--- config.mk ---
export PLATFORM = sky130hd
export DESIGN_NAME = frs_seq
export DESIGN_NICKNAME = d
export VERILOG_FILES = /design/src/hw/frs_seq.v /design/src/hw/frs_sync.v /design/src/hw/frs_wait_timer.v
export VERILOG_INCLUDE_DIRS = /design/src /design/src/hw
export SDC_FILE = /design/constraint.sdc
export NUM_CORES = 1
export LEC_CHECK = 0
export ABC_AREA = 1
export BUFFER_PORTS_ARGS = -buffer_cell sky130_fd_sc_hd__buf_2
export CORE_ASPECT_RATIO = 0.75
export CORE_UTILIZATION = 45
export CTS_CLUSTER_SIZE = 12
export DETAILED_ROUTE_END_ITERATION = 8
export GPL_ROUTABILITY_DRIVEN = 0
export PLACE_DENSITY = 0.67
export SLEW_MARGIN = 30
export SYNTH_ARGS = -nofsm -noshare
export SYNTH_HDL_FRONTEND = slang
export SYNTH_SLANG_ARGS = --single-unit
--- constraint.sdc ---
create_clock -name mclk_in -period 14.2 [get_ports mclk_in]
set_input_delay 2.13 -clock mclk_in [delete_from_list [all_inputs] [get_ports mclk_in]]
set_output_delay 2.13 -clock mclk_in [all_outputs]
set_load 0.01 [all_outputs]
--- src/hw/frs_defines.vh ---
// Constants of the field reversal sequencer: map, resets and timing
`ifndef FRS_DEFINES_VH
`define FRS_DEFINES_VH

`define FRS_CLK_FREQ_HZ      125000000
`define FRS_TICK_MS          1
`define FRS_BRAKE_MIN_MS     30

`define FRS_ADR_CONFIG       6'h00
`define FRS_ADR_FLD_MIN      6'h04
`define FRS_ADR_FLD_FACTOR   6'h08
`define FRS_ADR_SPEED_MIN    6'h0c
`define FRS_ADR_WAIT0        6'h10
`define FRS_ADR_WAIT4        6'h20
`define FRS_ADR_STATUS       6'h24

`define FRS_SFS_LSB          0
`define FRS_SFS_MSB          3
`define FRS_SFS_EMF          4'h3

`define FRS_RST_SFS          4'h0
`define FRS_RST_FLD_MIN      16'h0100
`define FRS_RST_FLD_FACTOR   16'h00cc
`define FRS_RST_SPEED_MIN    16'h0040

`define FRS_WAIT_MAX_MS      14'h2710
`define FRS_RST_WAIT0_MS     14'h0bb8
`define FRS_RST_WAIT1_MS     14'h00c8
`define FRS_RST_WAIT2_MS     14'h0064
`define FRS_RST_WAIT3_MS     14'h0bb8
`define FRS_RST_WAIT4_MS     14'h0bb8

`define FRS_FACTOR_FRAC      8

`define FRS_KIND_DIR         2'h0
`define FRS_KIND_BRAKE       2'h1
`define FRS_KIND_RETURN      2'h2

`endif

--- src/hw/frs_seq.v ---
// Field reversal sequencer for a two-quadrant drive, Wishbone slave
//
// Functional notes
// - Direction input 0 closes positive contactor, 1 closes negative one.
// - A level change of the direction input starts a full reversal.
// - A running reversal completes; later direction changes act only once it ends.
// - Direction reversal starts only when the brake input is low, triggered or not.
// - Wait for zero armature current, inhibit armature, hold wait state.
// - Inhibit field, await field below minimum; zero setpoint inhibits.
// - Wait first time, then open the closed field contactor.
// - Wait second time, then close the contactor for the new direction.
// - Invert speed actual value after closing the negative contactor, except with EMF feedback.
// - Wait third time, then re-enable field firing pulses.
// - Await field above setpoint times factor, fourth time, then release.
// - Brake triggers after 30 ms high input with line contactor closed.
// - Brake reverses field only if internal speed is negative.
// - After brake reversal: zero speed setpoint, wait for low speed.
// - Zero current, inhibit armature, switch-on inhibit while brake high.
// - Brake released: reverse back if needed, fifth wait, armature on.
// - Contactor output high drives its contactor; low leaves it undriven.
`timescale 1ns/10ps
`include "frs_defines.vh"
module frs_seq #(
   parameter TICK_CYCLES  = `FRS_CLK_FREQ_HZ / 1000 * `FRS_TICK_MS,
   parameter BRAKE_CYCLES = `FRS_CLK_FREQ_HZ / 1000 * `FRS_BRAKE_MIN_MS
) (
   input  wire        mclk_in,
   input  wire        srst_in,
   input  wire        wb_cyc_in,
   input  wire        wb_stb_in,
   input  wire        wb_we_in,
   input  wire [5:0]  wb_adr_in,
   input  wire [3:0]  wb_sel_in,
   input  wire [31:0] wb_dat_in,
   output reg  [31:0] wb_dat_out,
   output reg         wb_ack_out,
   input  wire        direction_select_in,
   input  wire        field_brake_in,
   input  wire        line_contactor_closed_in,
   input  wire        armature_current_zero_in,
   input  wire [15:0] field_current_actual_in,
   input  wire [15:0] field_current_setpoint_in,
   input  wire [15:0] speed_actual_in,
   input  wire        restart_ack_in,
   output reg         field_contactor_pos_out,
   output reg         field_contactor_neg_out,
   output reg         armature_pulse_inhibit_out,
   output reg         field_pulse_inhibit_out,
   output reg         speed_invert_out,
   output reg  [15:0] speed_internal_out,
   output reg         zero_speed_setpoint_out,
   output reg         pulse_inhibit_wait_state_out,
   output reg         switch_on_inhibit_state_out
);

   localparam [11:0] ST_IDLE      = 12'h001;
   localparam [11:0] ST_ARM_WAIT  = 12'h002;
   localparam [11:0] ST_FLD_OFF   = 12'h004;
   localparam [11:0] ST_WAIT0     = 12'h008;
   localparam [11:0] ST_WAIT1     = 12'h010;
   localparam [11:0] ST_WAIT2     = 12'h020;
   localparam [11:0] ST_FLD_ON    = 12'h040;
   localparam [11:0] ST_WAIT_LAST = 12'h080;
   localparam [11:0] ST_BRK_RAMP  = 12'h100;
   localparam [11:0] ST_BRK_ARM   = 12'h200;
   localparam [11:0] ST_BRK_HOLD  = 12'h400;
   localparam [11:0] ST_INHIBIT   = 12'h800;

   function [15:0] frs_merge16;
      input [15:0] old;
      input [31:0] data;
      input [3:0]  sel;
      begin
         frs_merge16[7:0]  = sel[0] ? data[7:0]  : old[7:0];
         frs_merge16[15:8] = sel[1] ? data[15:8] : old[15:8];
      end
   endfunction

   function [15:0] frs_abs16;
      input [15:0] value;
      begin
         frs_abs16 = value[15] ? (16'h0000 - value) : value;
      end
   endfunction

   // Register file
   reg  [3:0]  speed_feedback_select;
   reg  [15:0] field_current_min;
   reg  [15:0] field_current_on_factor;
   reg  [15:0] speed_min_threshold;
   reg  [13:0] reversal_wait_times [0:4];

   // Sequencer state
   reg  [11:0] state;
   reg  [1:0]  seq_kind;
   reg         field_neg;
   reg         target_neg;
   reg         brake_armed;
   reg  [23:0] brake_count;
   reg         timer_load;
   reg  [13:0] timer_value;
   reg         field_inhibit;
   reg  [15:0] speed_mag;
   reg  [13:0] wr_wait;
   wire        timer_done;
   wire [1:0]  pins_sync;
   wire        dir_sync;
   wire        brake_sync;
   wire [31:0] field_on_level;
   wire        bus_req;
   wire [2:0]  wait_idx;

   assign dir_sync       = pins_sync[0];
   assign brake_sync     = pins_sync[1];
   assign bus_req        = wb_cyc_in & wb_stb_in;
   // Slots start at the first wait offset; the 3-bit wrap puts the last at 4
   assign wait_idx       = wb_adr_in[4:2] - 3'h4;
   assign field_on_level = field_current_setpoint_in * field_current_on_factor;

   frs_sync #(
      .WIDTH (2)
   ) u_pin_sync (
      .mclk_in  (mclk_in),
      .srst_in  (srst_in),
      .async_in ({field_brake_in, direction_select_in}),
      .sync_out (pins_sync)
   );

   frs_wait_timer #(
      .TICK_CYCLES (TICK_CYCLES)
   ) u_wait_timer (
      .mclk_in     (mclk_in),
      .srst_in     (srst_in),
      .load_in     (timer_load),
      .value_ms_in (timer_value),
      .done_out    (timer_done)
   );

   always @* begin
      // Whole word compared so high bits cannot slip past the limit
      wr_wait = (wb_dat_in > {18'h00000, `FRS_WAIT_MAX_MS}) ?
                `FRS_WAIT_MAX_MS : wb_dat_in[13:0];
      speed_mag = frs_abs16(speed_internal_out);
   end

   // Bus slave: ack one cycle after the request, write at the ack edge
   always @(posedge mclk_in) begin
      if (srst_in) begin
         wb_ack_out              <= 1'b0;
         wb_dat_out              <= 32'h00000000;
         speed_feedback_select   <= `FRS_RST_SFS;
         field_current_min       <= `FRS_RST_FLD_MIN;
         field_current_on_factor <= `FRS_RST_FLD_FACTOR;
         speed_min_threshold     <= `FRS_RST_SPEED_MIN;
         reversal_wait_times[0]  <= `FRS_RST_WAIT0_MS;
         reversal_wait_times[1]  <= `FRS_RST_WAIT1_MS;
         reversal_wait_times[2]  <= `FRS_RST_WAIT2_MS;
         reversal_wait_times[3]  <= `FRS_RST_WAIT3_MS;
         reversal_wait_times[4]  <= `FRS_RST_WAIT4_MS;
      end else begin
         wb_ack_out <= bus_req & ~wb_ack_out;
         if (bus_req && !wb_ack_out) begin
            wb_dat_out <= 32'h00000000;
            if (wb_adr_in == `FRS_ADR_CONFIG) begin
               wb_dat_out[`FRS_SFS_MSB:`FRS_SFS_LSB] <= speed_feedback_select;
            end else if (wb_adr_in == `FRS_ADR_FLD_MIN) begin
               wb_dat_out[15:0] <= field_current_min;
            end else if (wb_adr_in == `FRS_ADR_FLD_FACTOR) begin
               wb_dat_out[15:0] <= field_current_on_factor;
            end else if (wb_adr_in == `FRS_ADR_SPEED_MIN) begin
               wb_dat_out[15:0] <= speed_min_threshold;
            end else if (wb_adr_in >= `FRS_ADR_WAIT0 &&
                         wb_adr_in <= `FRS_ADR_WAIT4) begin
               wb_dat_out[13:0] <= reversal_wait_times[wait_idx];
            end else if (wb_adr_in == `FRS_ADR_STATUS) begin
               wb_dat_out[11:0]  <= state;
               wb_dat_out[12]    <= field_contactor_pos_out;
               wb_dat_out[13]    <= field_contactor_neg_out;
               wb_dat_out[14]    <= field_neg;
               wb_dat_out[15]    <= brake_armed;
               wb_dat_out[17:16] <= seq_kind;
               wb_dat_out[18]    <= speed_invert_out;
               wb_dat_out[19]    <= pulse_inhibit_wait_state_out;
               wb_dat_out[20]    <= switch_on_inhibit_state_out;
            end
         end
         if (bus_req && wb_ack_out && wb_we_in) begin
            if (wb_adr_in == `FRS_ADR_CONFIG) begin
               if (wb_sel_in[0]) begin
                  speed_feedback_select <=
                     wb_dat_in[`FRS_SFS_MSB:`FRS_SFS_LSB];
               end
            end else if (wb_adr_in == `FRS_ADR_FLD_MIN) begin
               field_current_min <=
                  frs_merge16(field_current_min, wb_dat_in, wb_sel_in);
            end else if (wb_adr_in == `FRS_ADR_FLD_FACTOR) begin
               field_current_on_factor <=
                  frs_merge16(field_current_on_factor, wb_dat_in, wb_sel_in);
            end else if (wb_adr_in == `FRS_ADR_SPEED_MIN) begin
               speed_min_threshold <=
                  frs_merge16(speed_min_threshold, wb_dat_in, wb_sel_in);
            end else if (wb_adr_in >= `FRS_ADR_WAIT0 &&
                         wb_adr_in <= `FRS_ADR_WAIT4) begin
               // Both low byte lanes required: a half-written time would be garbage
               if (wb_sel_in[1:0] == 2'b11) begin
                  reversal_wait_times[wait_idx] <= wr_wait;
               end
            end
         end
      end
   end

   // Brake input qualification
   always @(posedge mclk_in) begin
      if (srst_in) begin
         brake_count <= 24'h000000;
         brake_armed <= 1'b0;
      end else if (!brake_sync || !line_contactor_closed_in) begin
         brake_count <= 24'h000000;
         brake_armed <= 1'b0;
      end else if (brake_count < BRAKE_CYCLES[23:0]) begin
         brake_count <= brake_count + 24'h000001;
      end else begin
         brake_armed <= 1'b1;
      end
   end

   // Sequencer
   always @(posedge mclk_in) begin
      if (srst_in) begin
         state                        <= ST_IDLE;
         seq_kind                     <= `FRS_KIND_DIR;
         field_neg                    <= 1'b0;
         target_neg                   <= 1'b0;
         timer_load                   <= 1'b0;
         timer_value                  <= 14'h0000;
         field_inhibit                <= 1'b0;
         field_contactor_pos_out      <= 1'b1;
         field_contactor_neg_out      <= 1'b0;
         armature_pulse_inhibit_out   <= 1'b0;
         field_pulse_inhibit_out      <= 1'b0;
         speed_invert_out             <= 1'b0;
         speed_internal_out           <= 16'h0000;
         zero_speed_setpoint_out      <= 1'b0;
         pulse_inhibit_wait_state_out <= 1'b0;
         switch_on_inhibit_state_out  <= 1'b0;
      end else begin
         timer_load <= 1'b0;
         speed_internal_out <= speed_invert_out ?
                               (16'h0000 - speed_actual_in) : speed_actual_in;
         field_pulse_inhibit_out <= field_inhibit |
                                    (field_current_setpoint_in == 16'h0000);
         case (state)
            ST_IDLE: begin
               if (brake_armed && speed_internal_out[15]) begin
                  seq_kind                     <= `FRS_KIND_BRAKE;
                  target_neg                   <= ~field_neg;
                  pulse_inhibit_wait_state_out <= 1'b1;
                  state                        <= ST_ARM_WAIT;
               end else if (dir_sync != field_neg && !brake_sync) begin
                  seq_kind                     <= `FRS_KIND_DIR;
                  target_neg                   <= dir_sync;
                  pulse_inhibit_wait_state_out <= 1'b1;
                  state                        <= ST_ARM_WAIT;
               end
            end
            ST_ARM_WAIT: begin
               if (armature_current_zero_in) begin
                  armature_pulse_inhibit_out <= 1'b1;
                  field_inhibit              <= 1'b1;
                  state                      <= ST_FLD_OFF;
               end
            end
            ST_FLD_OFF: begin
               if (field_current_actual_in < field_current_min) begin
                  timer_load  <= 1'b1;
                  timer_value <= reversal_wait_times[0];
                  state       <= ST_WAIT0;
               end
            end
            ST_WAIT0: begin
               if (timer_done && !timer_load) begin
                  field_contactor_pos_out <= 1'b0;
                  field_contactor_neg_out <= 1'b0;
                  timer_load              <= 1'b1;
                  timer_value             <= reversal_wait_times[1];
                  state                   <= ST_WAIT1;
               end
            end
            ST_WAIT1: begin
               if (timer_done && !timer_load) begin
                  field_contactor_pos_out <= ~target_neg;
                  field_contactor_neg_out <= target_neg;
                  field_neg               <= target_neg;
                  speed_invert_out <= target_neg &
                     (speed_feedback_select != `FRS_SFS_EMF);
                  timer_load  <= 1'b1;
                  timer_value <= reversal_wait_times[2];
                  state       <= ST_WAIT2;
               end
            end
            ST_WAIT2: begin
               if (timer_done && !timer_load) begin
                  field_inhibit <= 1'b0;
                  state         <= ST_FLD_ON;
               end
            end
            ST_FLD_ON: begin
               if ({8'h00, field_current_actual_in, 8'h00} >
                   field_on_level) begin
                  timer_load  <= 1'b1;
                  timer_value <= (seq_kind == `FRS_KIND_RETURN) ?
                                 reversal_wait_times[4] :
                                 reversal_wait_times[3];
                  state       <= ST_WAIT_LAST;
               end
            end
            ST_WAIT_LAST: begin
               // the timed reversal ends here; a brake sequence returns to ST_IDLE only from ST_INHIBIT
               if (timer_done && !timer_load) begin
                  armature_pulse_inhibit_out   <= 1'b0;
                  pulse_inhibit_wait_state_out <= 1'b0;
                  if (seq_kind == `FRS_KIND_BRAKE) begin
                     zero_speed_setpoint_out <= 1'b1;
                     state                   <= ST_BRK_RAMP;
                  end else if (seq_kind == `FRS_KIND_RETURN) begin
                     state <= ST_INHIBIT;
                  end else begin
                     state <= ST_IDLE;
                  end
               end
            end
            ST_BRK_RAMP: begin
               if (speed_mag < speed_min_threshold) begin
                  state <= ST_BRK_ARM;
               end
            end
            ST_BRK_ARM: begin
               if (armature_current_zero_in) begin
                  armature_pulse_inhibit_out  <= 1'b1;
                  switch_on_inhibit_state_out <= 1'b1;
                  state                       <= ST_BRK_HOLD;
               end
            end
            ST_BRK_HOLD: begin
               if (!brake_sync) begin
                  if (dir_sync != field_neg) begin
                     seq_kind                     <= `FRS_KIND_RETURN;
                     target_neg                   <= dir_sync;
                     pulse_inhibit_wait_state_out <= 1'b1;
                     state                        <= ST_ARM_WAIT;
                  end else begin
                     armature_pulse_inhibit_out <= 1'b0;
                     state                      <= ST_INHIBIT;
                  end
               end
            end
            ST_INHIBIT: begin
               if (restart_ack_in) begin
                  switch_on_inhibit_state_out <= 1'b0;
                  zero_speed_setpoint_out     <= 1'b0;
                  state                       <= ST_IDLE;
               end
            end
            default: begin
               field_contactor_pos_out <= 1'b0;
               field_contactor_neg_out <= 1'b0;
               state                   <= ST_IDLE;
            end
         endcase
      end
   end

endmodule // frs_seq

--- src/hw/frs_sync.v ---
// Two-stage synchroniser for asynchronous pin inputs
`timescale 1ns/10ps
module frs_sync #(
   parameter WIDTH = 2
) (
   input  wire             mclk_in,
   input  wire             srst_in,
   input  wire [WIDTH-1:0] async_in,
   output reg  [WIDTH-1:0] sync_out
);

   reg [WIDTH-1:0] stage1;

   always @(posedge mclk_in) begin
      if (srst_in) begin
         stage1   <= {WIDTH{1'b0}};
         sync_out <= {WIDTH{1'b0}};
      end else begin
         stage1   <= async_in;
         sync_out <= stage1;
      end
   end

endmodule // frs_sync

--- src/hw/frs_wait_timer.v ---
// Millisecond down-counter for the timed reversal steps
`timescale 1ns/10ps
module frs_wait_timer #(
   parameter TICK_CYCLES = 125000
) (
   input  wire        mclk_in,
   input  wire        srst_in,
   input  wire        load_in,
   input  wire [13:0] value_ms_in,
   output reg         done_out
);

   reg [16:0] prescale;
   reg [13:0] remain;

   // Prescaler restarts on load so every ms counted is a whole one
   always @(posedge mclk_in) begin
      if (srst_in) begin
         prescale <= 17'h00000;
         remain   <= 14'h0000;
         done_out <= 1'b1;
      end else if (load_in) begin
         prescale <= 17'h00000;
         remain   <= value_ms_in;
         done_out <= (value_ms_in == 14'h0000);
      end else if (!done_out) begin
         if (prescale == TICK_CYCLES[16:0] - 17'h00001) begin
            prescale <= 17'h00000;
            remain   <= remain - 14'h0001;
            done_out <= (remain == 14'h0001);
         end else begin
            prescale <= prescale + 17'h00001;
         end
      end
   end

endmodule // frs_wait_timer

Word-level counts from Yosys, hierarchy flattened

Memory sizes are Yosys's and may differ from the RTL's.
Index checks and enable logic that the tools add are counted.

Magnitude comparators: 7
Eq/ne operators: 40
Bitwise logic cells: 11
Multiplexer cells: 92
Reduce and logical (&&, ||, !) cells: 47
Add/sub/neg operators: 6
Multiply operators: 1

Operators by type and width:

| cell                    | number |
|---|---|
| $mux W12                | 16 |
| $mux W14                | 11 |
| $pmux W12 S12           | 1 |
| $mux W16                | 5 |
| $pmux W14 S4            | 1 |
| $mux W1                 | 35 |
| $mux W17                | 2 |
| $gt A24 B32 Y1          | 1 |
| $gt A32 B14 Y1 const B  | 1 |
| $lt A16 B16 Y1          | 2 |
| $mul A16 B16 Y32        | 1 |
| $sub A1 B16 Y16 const A | 2 |
| $ne A2 B2 Y1 const B    | 15 |
| $reduce_and A5 Y1       | 5 |
| $add A24 B1 Y24 const B | 1 |
| $lt A24 B22 Y1 const B  | 1 |
| $mux W21                | 1 |
| $add A17 B1 Y17 const B | 1 |
| $eq A17 B17 Y1 const B  | 1 |
| $logic_not A16 Y1       | 1 |
| $reduce_and A4 Y1       | 4 |
| $mux W5                 | 3 |
| $pmux W1 S3             | 5 |
| $eq A14 B1 Y1 const B   | 1 |
| 49 further kinds        | 87 |

Memories: 1
Input port bits: 100
Logic and storage cells: 237
Memory bits (writable): 70
Bits in registers: 191

Memories:

| memory              | words | bits a word | rd ports | clocked after Yosys merged registers in | write ports | line         | source |
|---|---|---|---|---|---|---|---|
| reversal_wait_times | 5     | 14          | 6        | 0                                       | 5           | frs_seq.v:91 | `reg [13:0] reversal_wait_times [0:4];` |

Depth between registers and ports, before layout

Gate-level depths: netlist of run 1.

Depth in word-level cells: 12
Depth in mapped cells: 47

Modules after synthesis

A second synthesis of run 1 with hierarchy kept.

Cell total of the unflattened synthesis: 3358
Area total of the unflattened synthesis: 25170.4 um2

By module, submodules not included:

| module         | cells each | instances | seq. area each (um2) | area an instance (um2) |
|---|---|---|---|---|
| frs_seq        | 3030       | 1         | 6466.2               | 23078.4 |
| frs_wait_timer | 316        | 1         | 640.6                | 1981.9 |
| frs_sync       | 12         | 1         | 80.1                 | 110.1 |

Worst setup path before layout of run 1

OpenSTA, ideal clock, no wires.

Path kind: input -> register
Start: input port field_current_setpoint_in[5]
End: register timer_value[10]
Stages: 41
Arrival time: 8.643 ns
Slack: 5.445 ns
Required time: 14.088 ns
Path buffers: 4
Cells stage by stage: clkbuf_1 -> clkbuf_1 -> nand2_1 -> fa_1 -> inv_1 -> fa_1 -> inv_1 -> fa_1 -> inv_1 -> fa_1 -> fa_1 -> inv_1 -> fa_1 -> inv_1 -> ha_1 -> nand2_1 -> nor2_1 -> nand2_1 -> (+5 left out) -> inv_1 -> nand3_1 -> nor2_1 -> nand2_1 -> nand2_1 -> nand2_1 -> inv_1 -> nand2_1 -> nor2_1 -> nand2_1 -> nor2_2 -> nand2_2 -> nand2_4 -> nand3_2 -> buf_6 -> buf_6 -> nor2_2 -> nor2_1

Cells in the longest elaborated chain, start to end: 4

Ends and longest elaborated chain:

| item                        | line          | source |
|---|---|---|
| from (decl)                 | frs_seq.v:42  | `input wire [15:0] field_current_setpoint_in,` |
| $mul A16 B16 Y32            | frs_seq.v:118 | `assign field_on_level = field_current_setpoint_in * field_current_on_factor;` |
| $gt A24 B32 Y1              | frs_seq.v:309 | `if ({8'h00, field_current_actual_in, 8'h00} >` |
| $ne A2 B2 Y1 (no line)      | --            |  |
| $reduce_and A5 Y1 (no line) | --            |  |
| to (signal assigned)        | frs_seq.v:286 | `timer_value <= reversal_wait_times[1];` |
| to (signal assigned)        | frs_seq.v:298 | `timer_value <= reversal_wait_times[2];` |
| to (signal assigned)        | frs_seq.v:312 | `` timer_value <= (seq_kind == `FRS_KIND_RETURN) ? `` |
| to (decl)                   | frs_seq.v:101 | `reg [13:0] timer_value;` |

No other way between the ends.
A chain may end at the register's enable or synchronous reset.

Worst setup path after layout of run 1

Start: input port field_current_setpoint_in[1]
End: register timer_value[0]

Same word-level chain as after synthesis.

==> metrics.txt, run 1 <==
clk slew on worst S/H paths=about 0.06 ns; Initial DRC Count=between 2,000 and 2,500; outcome=finished, final reports clean; FF/Latch Area=between 7000 and 8000 um^2; Main synth FF type=dfxtp_1; DP HPWL=about 55 mm; asr flop ratio synth=0%; share of cells above drive strength 1=under 10%; RSZ-0062 raised after global routing=no; P per Cell Area=roughly 99 nW/um^2; flop-to-flop setup slack=~5.7 ns; synth unique cells=between 60 and 70; top cell type by total area after synthesis=fa_1; slew margin rel.=around a third; CTS Buffer Depth=3; minimum clock period=around 9.5 ns; worst setup path end=timer_value[0]$_SDFFE_PP0P_; crit-path leading delay family=adder cells; FF-to-FF path depth=37; via count=~22,000; critical path fanouts, max=29; global-route wire length before repair=about 110 mm; Area Overhead vs Synth=8.486%; H-tree levels=1; Final Hold Vio Count=0; Worst-Margin Slew=approximately 1 ns; setup bufs post-CTS=0; Die Width=around 270 um; worst skew pair latency=around 0.58 ns; initial antenna violation count=1; # rows=74; multi-input logic area=roughly 15,000 um^2; Synth Instances=3,304; Final Routed Wirelength=between 70 and 80 mm; starting density of the core=45.69%; critical path's largest stage delay=roughly 0.57 ns; maximum VDD drop=0.07996 mV; Total GRT Usage=between 20% and 30%; CTS tree=built; Die ar.=56,330 um^2; Synth area leaders=fa_1 16%, dfxtp_1 15%, edfxtp_1 13%, nand2_1 12%, inv_1 10%; r2r endpoint=timer_value[0]$_SDFFE_PP0P_; setup TNS=0 ns; CP Class=primary input to flip-flop; CTS Sinks=slightly above 300; Avg WL per Cell=between 15 and 20 um; Buf/Inv on CP=6; drt pass-1 iters=6; Hold Path Class=flip-flop to flip-flop; final period utilization=between 60% and 70%; # setup viols final=0; cell repeated most along the worst path=nand2_1; f_max=105.0 MHz; Die Y=approximately 200 um; total grt overflow=0; fin cells=4,139; post-CTS sizing=0; worst hold path stage count=2; Stages on worst setup path=36; DRT antenna net count=0; WP data required=14.66 ns; Max Cap Viol=0; fillers=5,380; synth warn=0; LEAKAGE=between 0.01 and 0.015 uW; proportion of synthesized chip area in sequential cells=approximately 29%; R2R Path Start=field_current_on_factor[8]$_SDFFE_PP0P_; post-synth top area share=~16%; hold buffer count at CTS=0; Final Net Count=~3,900; CP arrival=between 9 and 10 ns; pin count of the biggest net entering global routing=85; syn_area_per_cell=7.542 um^2; vias per inst=approximately 5.2; vias in the first global route=20,190; core area=54,530 um^2; drt drc=0; final clock skew=~0.019 ns; critical path startpoint=field_current_setpoint_in[1]; CP max-delay cell=fa_1; number of synthesized flops with an enable pin=between 100 and 150; pins over their slew limit=0; Num CTS Buffers=29; I/O pins=157; Syn Std Cell Area=between 20,000 and 25,000 um^2; CP endpoint kind=flip-flop; IO buf count=143; Seq cells post-synth=303; startpoint types=primary input; Cells after DPL=~4,000; Root Buffer=clkbuf_16
## Yosys cell counts (all sizes together), types with 41 or more instances
library cell / n
a21oi: 192
clkbuf: 103
dfxtp: 191
edfxtp: 112
fa: 194
ha: 159
inv: 678
nand2: 831
nand3: 65
nand4: 45
nor2: 263
nor3: 45
o21ai: 132
o22ai: 43
xor2: 41
## per-stage QoR
step	utilization [%]	hold WS [ns]	setup WS, ns	total power [uW]	area [um^2]
after detailed placement	48.09	0.3974	4.204	1946	26220
after CTS	49.56	0.4073	4.756	2658	27030
final	49.57	0.4086	4.673	2666	27030
after global placement	48.09	0.3967	4.241	1937	26220
after global routing	49.57	0.4179	4.072	2851	27030
after floorplan	-	0.3883	5.445	1699	25110
## sequential cells by signal, summed over array words and instances, names as in the netlist, 16 cells and up
signal                   count
brake_count                 24
field_current_min           16
field_current_on_factor     16
reversal_wait_times        112
speed_internal_out          16
speed_min_threshold         16
u_wait_timer.prescale       17
wb_dat_out                  21
## worst min-delay path, stage by stage, from the launching register on
cell and delay [ns]:
dfxtp_1 0.30, inv_1 0.04, nor2_1 0.03
## cell usage in the layout, fill, tap and decap left out, types with 10 or more instances in the layout
cell type,Yosys,routed
nor2_2,26,27
ha_1,159,159
o211ai_1,24,24
clkbuf_1,103,12
a31oi_1,10,10
o2111ai_1,24,24
o22ai_1,42,42
clkbuf_16,0,29
nor2_1,233,232
nand4_1,45,45
a211oi_1,12,12
nor3_1,40,40
nand2_1,824,824
xor2_1,41,41
xnor2_1,22,22
fa_1,194,194
a21oi_1,192,192
inv_1,665,664
nand3_1,61,61
edfxtp_1,112,112
inv_2,13,14
buf_2,8,143
dfxtp_1,191,190
nor4_1,23,23
o21ai_0,131,131
conb_1,1,53
buf_4,13,12
## layout make-up
type	instances	area share, %
diodes	1	0.009257
clock buffers	42	2.902
clock inverters	3	0.06943
inverters	682	9.470
multi-input cells	2231	54.64
flip-flops and latches	303	26.59
well taps	722	3.342
repair buffers	155	2.981
## worst min-delay path by stage
stage / endpoint / start / slack, ns
after global routing: u_pin_sync.sync_out[0]$_SDFF_PP0_ / u_pin_sync.stage1[0]$_SDFF_PP0_ / 0.42
after detailed placement: u_pin_sync.sync_out[0]$_SDFF_PP0_ / u_pin_sync.stage1[0]$_SDFF_PP0_ / 0.40
final: u_pin_sync.sync_out[0]$_SDFF_PP0_ / u_pin_sync.stage1[0]$_SDFF_PP0_ / 0.41
after floorplan: u_pin_sync.sync_out[0]$_SDFF_PP0_ / u_pin_sync.stage1[0]$_SDFF_PP0_ / 0.39
after CTS: u_pin_sync.sync_out[0]$_SDFF_PP0_ / u_pin_sync.stage1[0]$_SDFF_PP0_ / 0.41
after global placement: u_pin_sync.sync_out[0]$_SDFF_PP0_ / u_pin_sync.stage1[0]$_SDFF_PP0_ / 0.40
## cells by family (layout without fill, tap and decap cells)
family | count (synthesis) | in the layout | share of synthesized area (%)
AO/OA/AOI/OAI | 467 | 467 | 10.78
XOR/XNOR | 63 | 63 | 2.214
adder cells (fa/ha/maj) | 353 | 353 | 23.57
buffers and inverters | 822 | 882 | 12.68
flip-flops | 303 | 303 | 28.84
multiplexers | 4 | 4 | 0.1607
other | 1 | 54 | 0.01505
AND/OR/NAND/NOR | 1291 | 1291 | 21.74
## power by group
| group | total (uW) | switching, uW | internal [uW] |
|---|---|---|---|
| Combinational | 990 | 648 | 343 |
| Clock | 715 | 337 | 378 |
| Sequential | 961 | 26.4 | 934 |
## per-layer routing
layer	share of wire (%)	track usage, %	vias to the layer above
li1	-	-	10490
met1	48	40.41	10100
met2	39	35.17	1002
met3	12	6.465	101
met4	1.8	5.208	0
met5	0	0	-
(Power assumes the default switching activity.)
==> run 2: changes to the inputs <==
Clock period 14.2 ns to 8.96 ns, I/O delays scaled along.
==> run 2 against run 1 <==
Effect of this change:
- routed wire length grew 0.55%
- via count grew 1.0%
- register-to-register slack lost 4.6 ns
- highest routed layer is now met5
- critical path type unchanged
==> metrics.txt, run 2 (synthesis results as in run 1) <==
Final Hold Vio Count=0 (unchanged); worst skew pair latency=0.58 ns (about the same); Num CTS Buffers=29 (unchanged); top flop regs=reversal_wait_times (112), brake_count (24), wb_dat_out (21); critical path fanouts, max=28 (-3.4%); drt pass-1 iters=8 (+2); clk slew on worst S/H paths=0.06 ns (about the same); CP max-delay cell=fa_1; CP arrival=8.65 ns (-1.34 ns); CTS Sinks=303 (unchanged); Most flops, register=reversal_wait_times; Area Overhead vs Synth=9.349%; Avg WL per Cell=17.45 um (-0.13%); hold buffer count at CTS=0 (unchanged); DP HPWL=56.07 mm (+2.1%); CTS Buffer Depth=3 (unchanged); maximum VDD drop=0.1565 mV (+96%); Die Width=273.7 um (unchanged); WP data required=9.44 ns (-5.22 ns); P per Cell Area=157.3 nW/um^2 (+60%); I/O pins=157 (unchanged); Worst-Margin Slew=0.9635 ns (-0.03708 ns); LEAKAGE=0.01345 uW (+0.96%); commonest non-fill, non-tap cell in the layout=nand2_1; CP endpoint kind=flip-flop; most frequent cells in the layout=824 x nand2_1, 664 x inv_1, 232 x nor2_1; startpoint types=primary input; CTS tree=built; multi-input logic area=14,770 um^2 (unchanged); Final Routed Wirelength=72.71 mm (+0.55%); core area=54,530 um^2 (unchanged); Die ar.=56,330 um^2 (unchanged); total grt overflow=0 (unchanged); cell repeated most along the worst path=nand2_1; drt drc=0 (unchanged); vias per inst=5.258 (+0.32%); max reg flops=112 (unchanged); share of cells above drive strength 1=8.164% (+0.58 points); Max Cap Viol=0 (unchanged); pins over their slew limit=0 (unchanged); Die Y=205.8 um (unchanged); FF/Latch Area=7187 um^2 (about the same); overall power=4287 uW (+61%); IO buf count=143 (unchanged); fillers=5,302 (-1.4%); critical path's largest stage delay=0.56 ns (about the same); final core utilization=49.97% (+0.39 points); starting density of the core=45.69% (unchanged); # rows=74 (unchanged); initial antenna violation count=3 (+2); final clock skew=0.02198 ns (+0.002747 ns); outcome=finished, final reports clean; CP Class=primary input to flip-flop; pin count of the biggest net entering global routing=76 (-11%); via count=21,910 (+1.0%); # setup viols final=0 (unchanged); minimum clock period=between 8 and 9 ns; Hold Slack=0.4050 ns (-0.003639 ns); RSZ-0062 raised after global routing=no; setup TNS=0 ns (unchanged); post-CTS sizing=0 (unchanged); placed cell areas=26,430 um^2 (+0.78%); Total GRT Usage=25.96% (+0.11 points); slew margin rel.=35.70% (+2.5 points); setup bufs post-CTS=0 (unchanged); fin area=27,250 um^2 (+0.80%); Hold Path Class=flip-flop to flip-flop; vias in the first global route=20,080 (-0.56%); final period utilization=between 90% and 100%; Root Buffer=clkbuf_16; global-route wire length before repair=113.2 mm (+0.20%); DRT antenna net count=0 (unchanged); Initial DRC Count=2,532 (+11%); f_max=around 120 MHz; H-tree levels=1 (unchanged); Final Net Count=3,879 (+0.62%)
-- run 2: cell types whose count changed in the layout (fill, tap and decap cells not counted), moves of 2 or more --
| cell | delta |
|---|---|
| buf_12 | +2 |
| buf_4 | +22 |
| clkbuf_1 | +3 |
| diode_2 | +2 |
-- run 2: routing by layer --
layer	GRT usage (%)	vias up	wire length (um)
met1	39.73	10290	34250
met3	8.181	82	8998
met5	1.930	-	153
met4	4.769	4	1159
met2	35.05	984	28150
li1	-	10560	-
-- run 2: layout make-up --
| cell class | count | share of cell area, % |
|---|---|---|
| Tap cell | 722 | 3.315 |
| Clock inverter | 2 | 0.05051 |
| Sequential cell | 303 | 26.38 |
| Clock buffer | 45 | 2.920 |
| Antenna cell | 3 | 0.02755 |
| Multi-Input combinational cell | 2231 | 54.21 |
| Inverter | 682 | 9.395 |
| Timing Repair Buffer | 179 | 3.710 |
-- run 2: metrics by stage --
step                cells  setup slack [ns]
detailed placement   4117            0.3059
global placement     4117            0.3908
floorplan            3356            0.9913
finish               4167            0.7913
global route         4166            0.2722
CTS                  4164            0.8813
-- run 2: power breakdown --
part / switching [uW] / internal, uW / total, uW
logic: 1050 / 580 / 1630
registers: 41.6 / 1480 / 1520
clock network: 533 / 603 / 1140
total: 1620 / 2660 / 4290
-- run 2: worst paths after layout --
| check | slack [ns] | from | cells after the start | to |
|---|---|---|---|---|
| min | 0.41 | u_pin_sync.stage1[1]$_SDFF_PP0_ | 2 | u_pin_sync.sync_out[1]$_SDFF_PP0_ |
| max | 0.79 | field_current_setpoint_in[7] | 43 | timer_value[0]$_SDFFE_PP0P_ |
| max reg2reg | 1.04 | field_current_on_factor[7]$_SDFFE_PP1P_ | 42 | timer_value[0]$_SDFFE_PP0P_ |
| min reg2reg | 0.41 | u_pin_sync.stage1[1]$_SDFF_PP0_ | 2 | u_pin_sync.sync_out[1]$_SDFF_PP0_ |
-- run 2: critical path, delay by kind of cell --
kind | cells | cell delay (ns)
buffers and inverters | 10 | 1.06
and+or+nand+nor | 22 | 1.94
xor gates and xnor gates | 1 | 0.16
AOI/OAI and AO/OA | 2 | 0.30
adders and majority gates | 8 | 3.79
==> run 3: changes to the inputs <==
Settings changed: CORE_MARGIN set to 2.
Clock period 8.96 ns to 8 ns, I/O delays scaled along.
==> run 3 against run 2 <==
Effect of this change:
- register-to-register slack got worse by 0.59 ns
- global-route usage fell by 0.26 points
- the run now ends with design-rule violations left
- sequential share of layout area fell by 1.1 points
- die area rose by 1.7%
- largest power group unchanged
- critical endpoint is now timer_value[6]$_SDFFE_PP0P_
- routed wire length rose by 1.7%
- worst hold slack improved by 0.0092 ns
- clock power rose by 11%
- cell area rose by 4.5%
- via count rose by 2.3%
==> metrics.txt, run 3 (synthesis results as in run 1) <==
drt drc=10 (+10); pins over their slew limit=0 (unchanged); Die Width=275.7 um (+0.73%); overall power=5340 uW (+25%); Hold Path Class=flip-flop to flip-flop; Initial DRC Count=2,236 (-12%); drt pass-1 iters=7 (-1); f_max=about 130 MHz; minimum clock period=~7.7 ns; Worst-Margin Slew=0.9128 ns (-0.05075 ns); H-tree levels=1 (unchanged); Final Net Count=3,988 (+2.8%); outcome=finished with violations; startpoint types=primary input; Die Y=207.8 um (+0.97%); CP Class=primary input to flip-flop; DP HPWL=57.87 mm (+3.2%); vias in the first global route=20,320 (+1.2%); final period utilization=a little over nine tenths; CTS Sinks=303 (unchanged); CTS tree=built; cell repeated most along the worst path=nand2_1; Die ar.=57,290 um^2 (+1.7%); Inserted Diodes=0 (-3); most frequent cells in the layout=807 x nand2_1, 658 x inv_1, 225 x nor2_1; CP endpoint kind=flip-flop; # setup viols final=0 (unchanged); DRT antenna net count=0 (unchanged); Num CTS Buffers=29 (unchanged); # rows=74 (unchanged); placed cell areas=27,210 um^2 (+2.9%); critical path's largest stage delay=0.56 ns (about the same); P per Cell Area=187.5 nW/um^2 (+19%); commonest non-fill, non-tap cell in the layout=nand2_1; Avg WL per Cell=17.31 um (-0.78%); via count=22,420 (+2.3%); Final Routed Wirelength=73.98 mm (+1.7%); WP data required=8.50 ns (-0.94 ns); pin count of the biggest net entering global routing=78 (+2.6%); maximum VDD drop=0.1414 mV (-9.6%); CP max-delay cell=fa_2; fin area=28,480 um^2 (+4.5%); clk slew on worst S/H paths=0.07 ns (about the same); total grt overflow=0 (unchanged); starting density of the core=45.62% (-0.077 points); I/O pins=157 (unchanged); global-route wire length before repair=115.2 mm (+1.8%); Final Hold Vio Count=0 (unchanged); failing checks=design-rule violations; max reg flops=112 (unchanged); CP arrival=8.22 ns (-0.43 ns); vias per inst=5.247 (-0.22%); Most flops, register=reversal_wait_times; Area Overhead vs Synth=14.29%; LEAKAGE=0.01403 uW (+4.3%); final clock skew=0.02131 ns (-0.0006683 ns); share of cells above drive strength 1=12.79% (+4.6 points); Max Cap Viol=0 (unchanged); core area=54,630 um^2 (+0.17%); critical path fanouts, max=10 (-64%); initial antenna violation count=2 (-1); slew margin rel.=38.98% (+3.3 points); worst skew pair latency=0.57 ns (about the same); IO buf count=143 (unchanged); top flop regs=reversal_wait_times (112), brake_count (24), wb_dat_out (21); Total GRT Usage=25.70% (-0.26 points); Root Buffer=clkbuf_16; CTS Buffer Depth=3 (unchanged)
## run 3: cell types whose count changed in the layout (fill, tap and decap cells not counted), moves of 7 or more
cell and change:
fa_1 -9, fa_2 +9, nand2_2 +16, nand2_1 -17
buf_2 -9, ha_4 +11, buf_4 +106, ha_1 -11
nor2_1 -7
## run 3: timing repair
action                                  4_1_cts  5_1_grt
hold buffers                                  0        0
buffers inserted                              0        4
endpoints found under the setup margin        0       27
resized for setup                             0       96
## run 3: cell type report
cell class / count / area, um^2
clock buffers: 46 / 799.5
clock inverters: 1 / 5.005
fillers: 5261 / 26150
inverters: 682 / 2560
multi-input cells: 2231 / 15080
flip-flops and latches: 303 / 7191
well taps: 722 / 903.4
repair buffers: 288 / 1942
## run 3: worst max-delay path: cells and delay by family
| kind | cells | cell delay, ns |
|---|---|---|
| adder cells (fa/ha/maj) | 8 | 3.35 |
| buffers and inverters | 13 | 1.33 |
| AO/OA/AOI/OAI | 2 | 0.41 |
| XOR/XNOR | 1 | 0.17 |
| AND/OR/NAND/NOR | 19 | 1.70 |
## run 3: power by group
| part | switching, uW | internal (uW) | total [uW] | leakage [uW] |
|---|---|---|---|---|
| clock | 598 | 676 | 1270 | 0.000387 |
| sequential | 45.9 | 1660 | 1700 | 0.00260 |
| combinational | 1350 | 1010 | 2360 | 0.0110 |
| total | 1990 | 3350 | 5340 | 0.0140 |
## run 3: final timing paths
| check | to | depth (start not counted) | slack, ns | from |
|---|---|---|---|---|
| worst max register to register | timer_value[6]$_SDFFE_PP0P_ | 41 | 0.45 | field_current_on_factor[5]$_SDFFE_PP0P_ |
| worst min-delay path | u_pin_sync.sync_out[0]$_SDFF_PP0_ | 2 | 0.41 | u_pin_sync.stage1[0]$_SDFF_PP0_ |
| worst min register to register | u_pin_sync.sync_out[0]$_SDFF_PP0_ | 2 | 0.41 | u_pin_sync.stage1[0]$_SDFF_PP0_ |
| worst max-delay path | timer_value[6]$_SDFFE_PP0P_ | 43 | 0.29 | field_current_setpoint_in[6] |
## run 3: through the flow
step / TNS, ns / hold WS (ns) / cells / setup WS [ns] / utilization (%)
detailed placement: -10.16 / 0.4027 / 4219 / -0.4072 / 49.81
floorplan: 0 / 0.3883 / 3356 / 0.1753 / -
finish: 0 / 0.4142 / 4273 / 0.2866 / 52.13
CTS: 0 / 0.4192 / 4266 / 0.1341 / 51.28
global placement: -9.300 / 0.3972 / 4219 / -0.3715 / 49.81
global route: -0.2625 / 0.4251 / 4273 / -0.06123 / 52.13
## run 3: metal layers
metal  track usage, %  up-vias  share of wire (%)
li1                 -    10770                  -
met3            6.906      108                 12
met4            3.689        4                1.5
met5                0        -              0.032
met2            33.90     1012                 38
met1            41.74    10530                 48
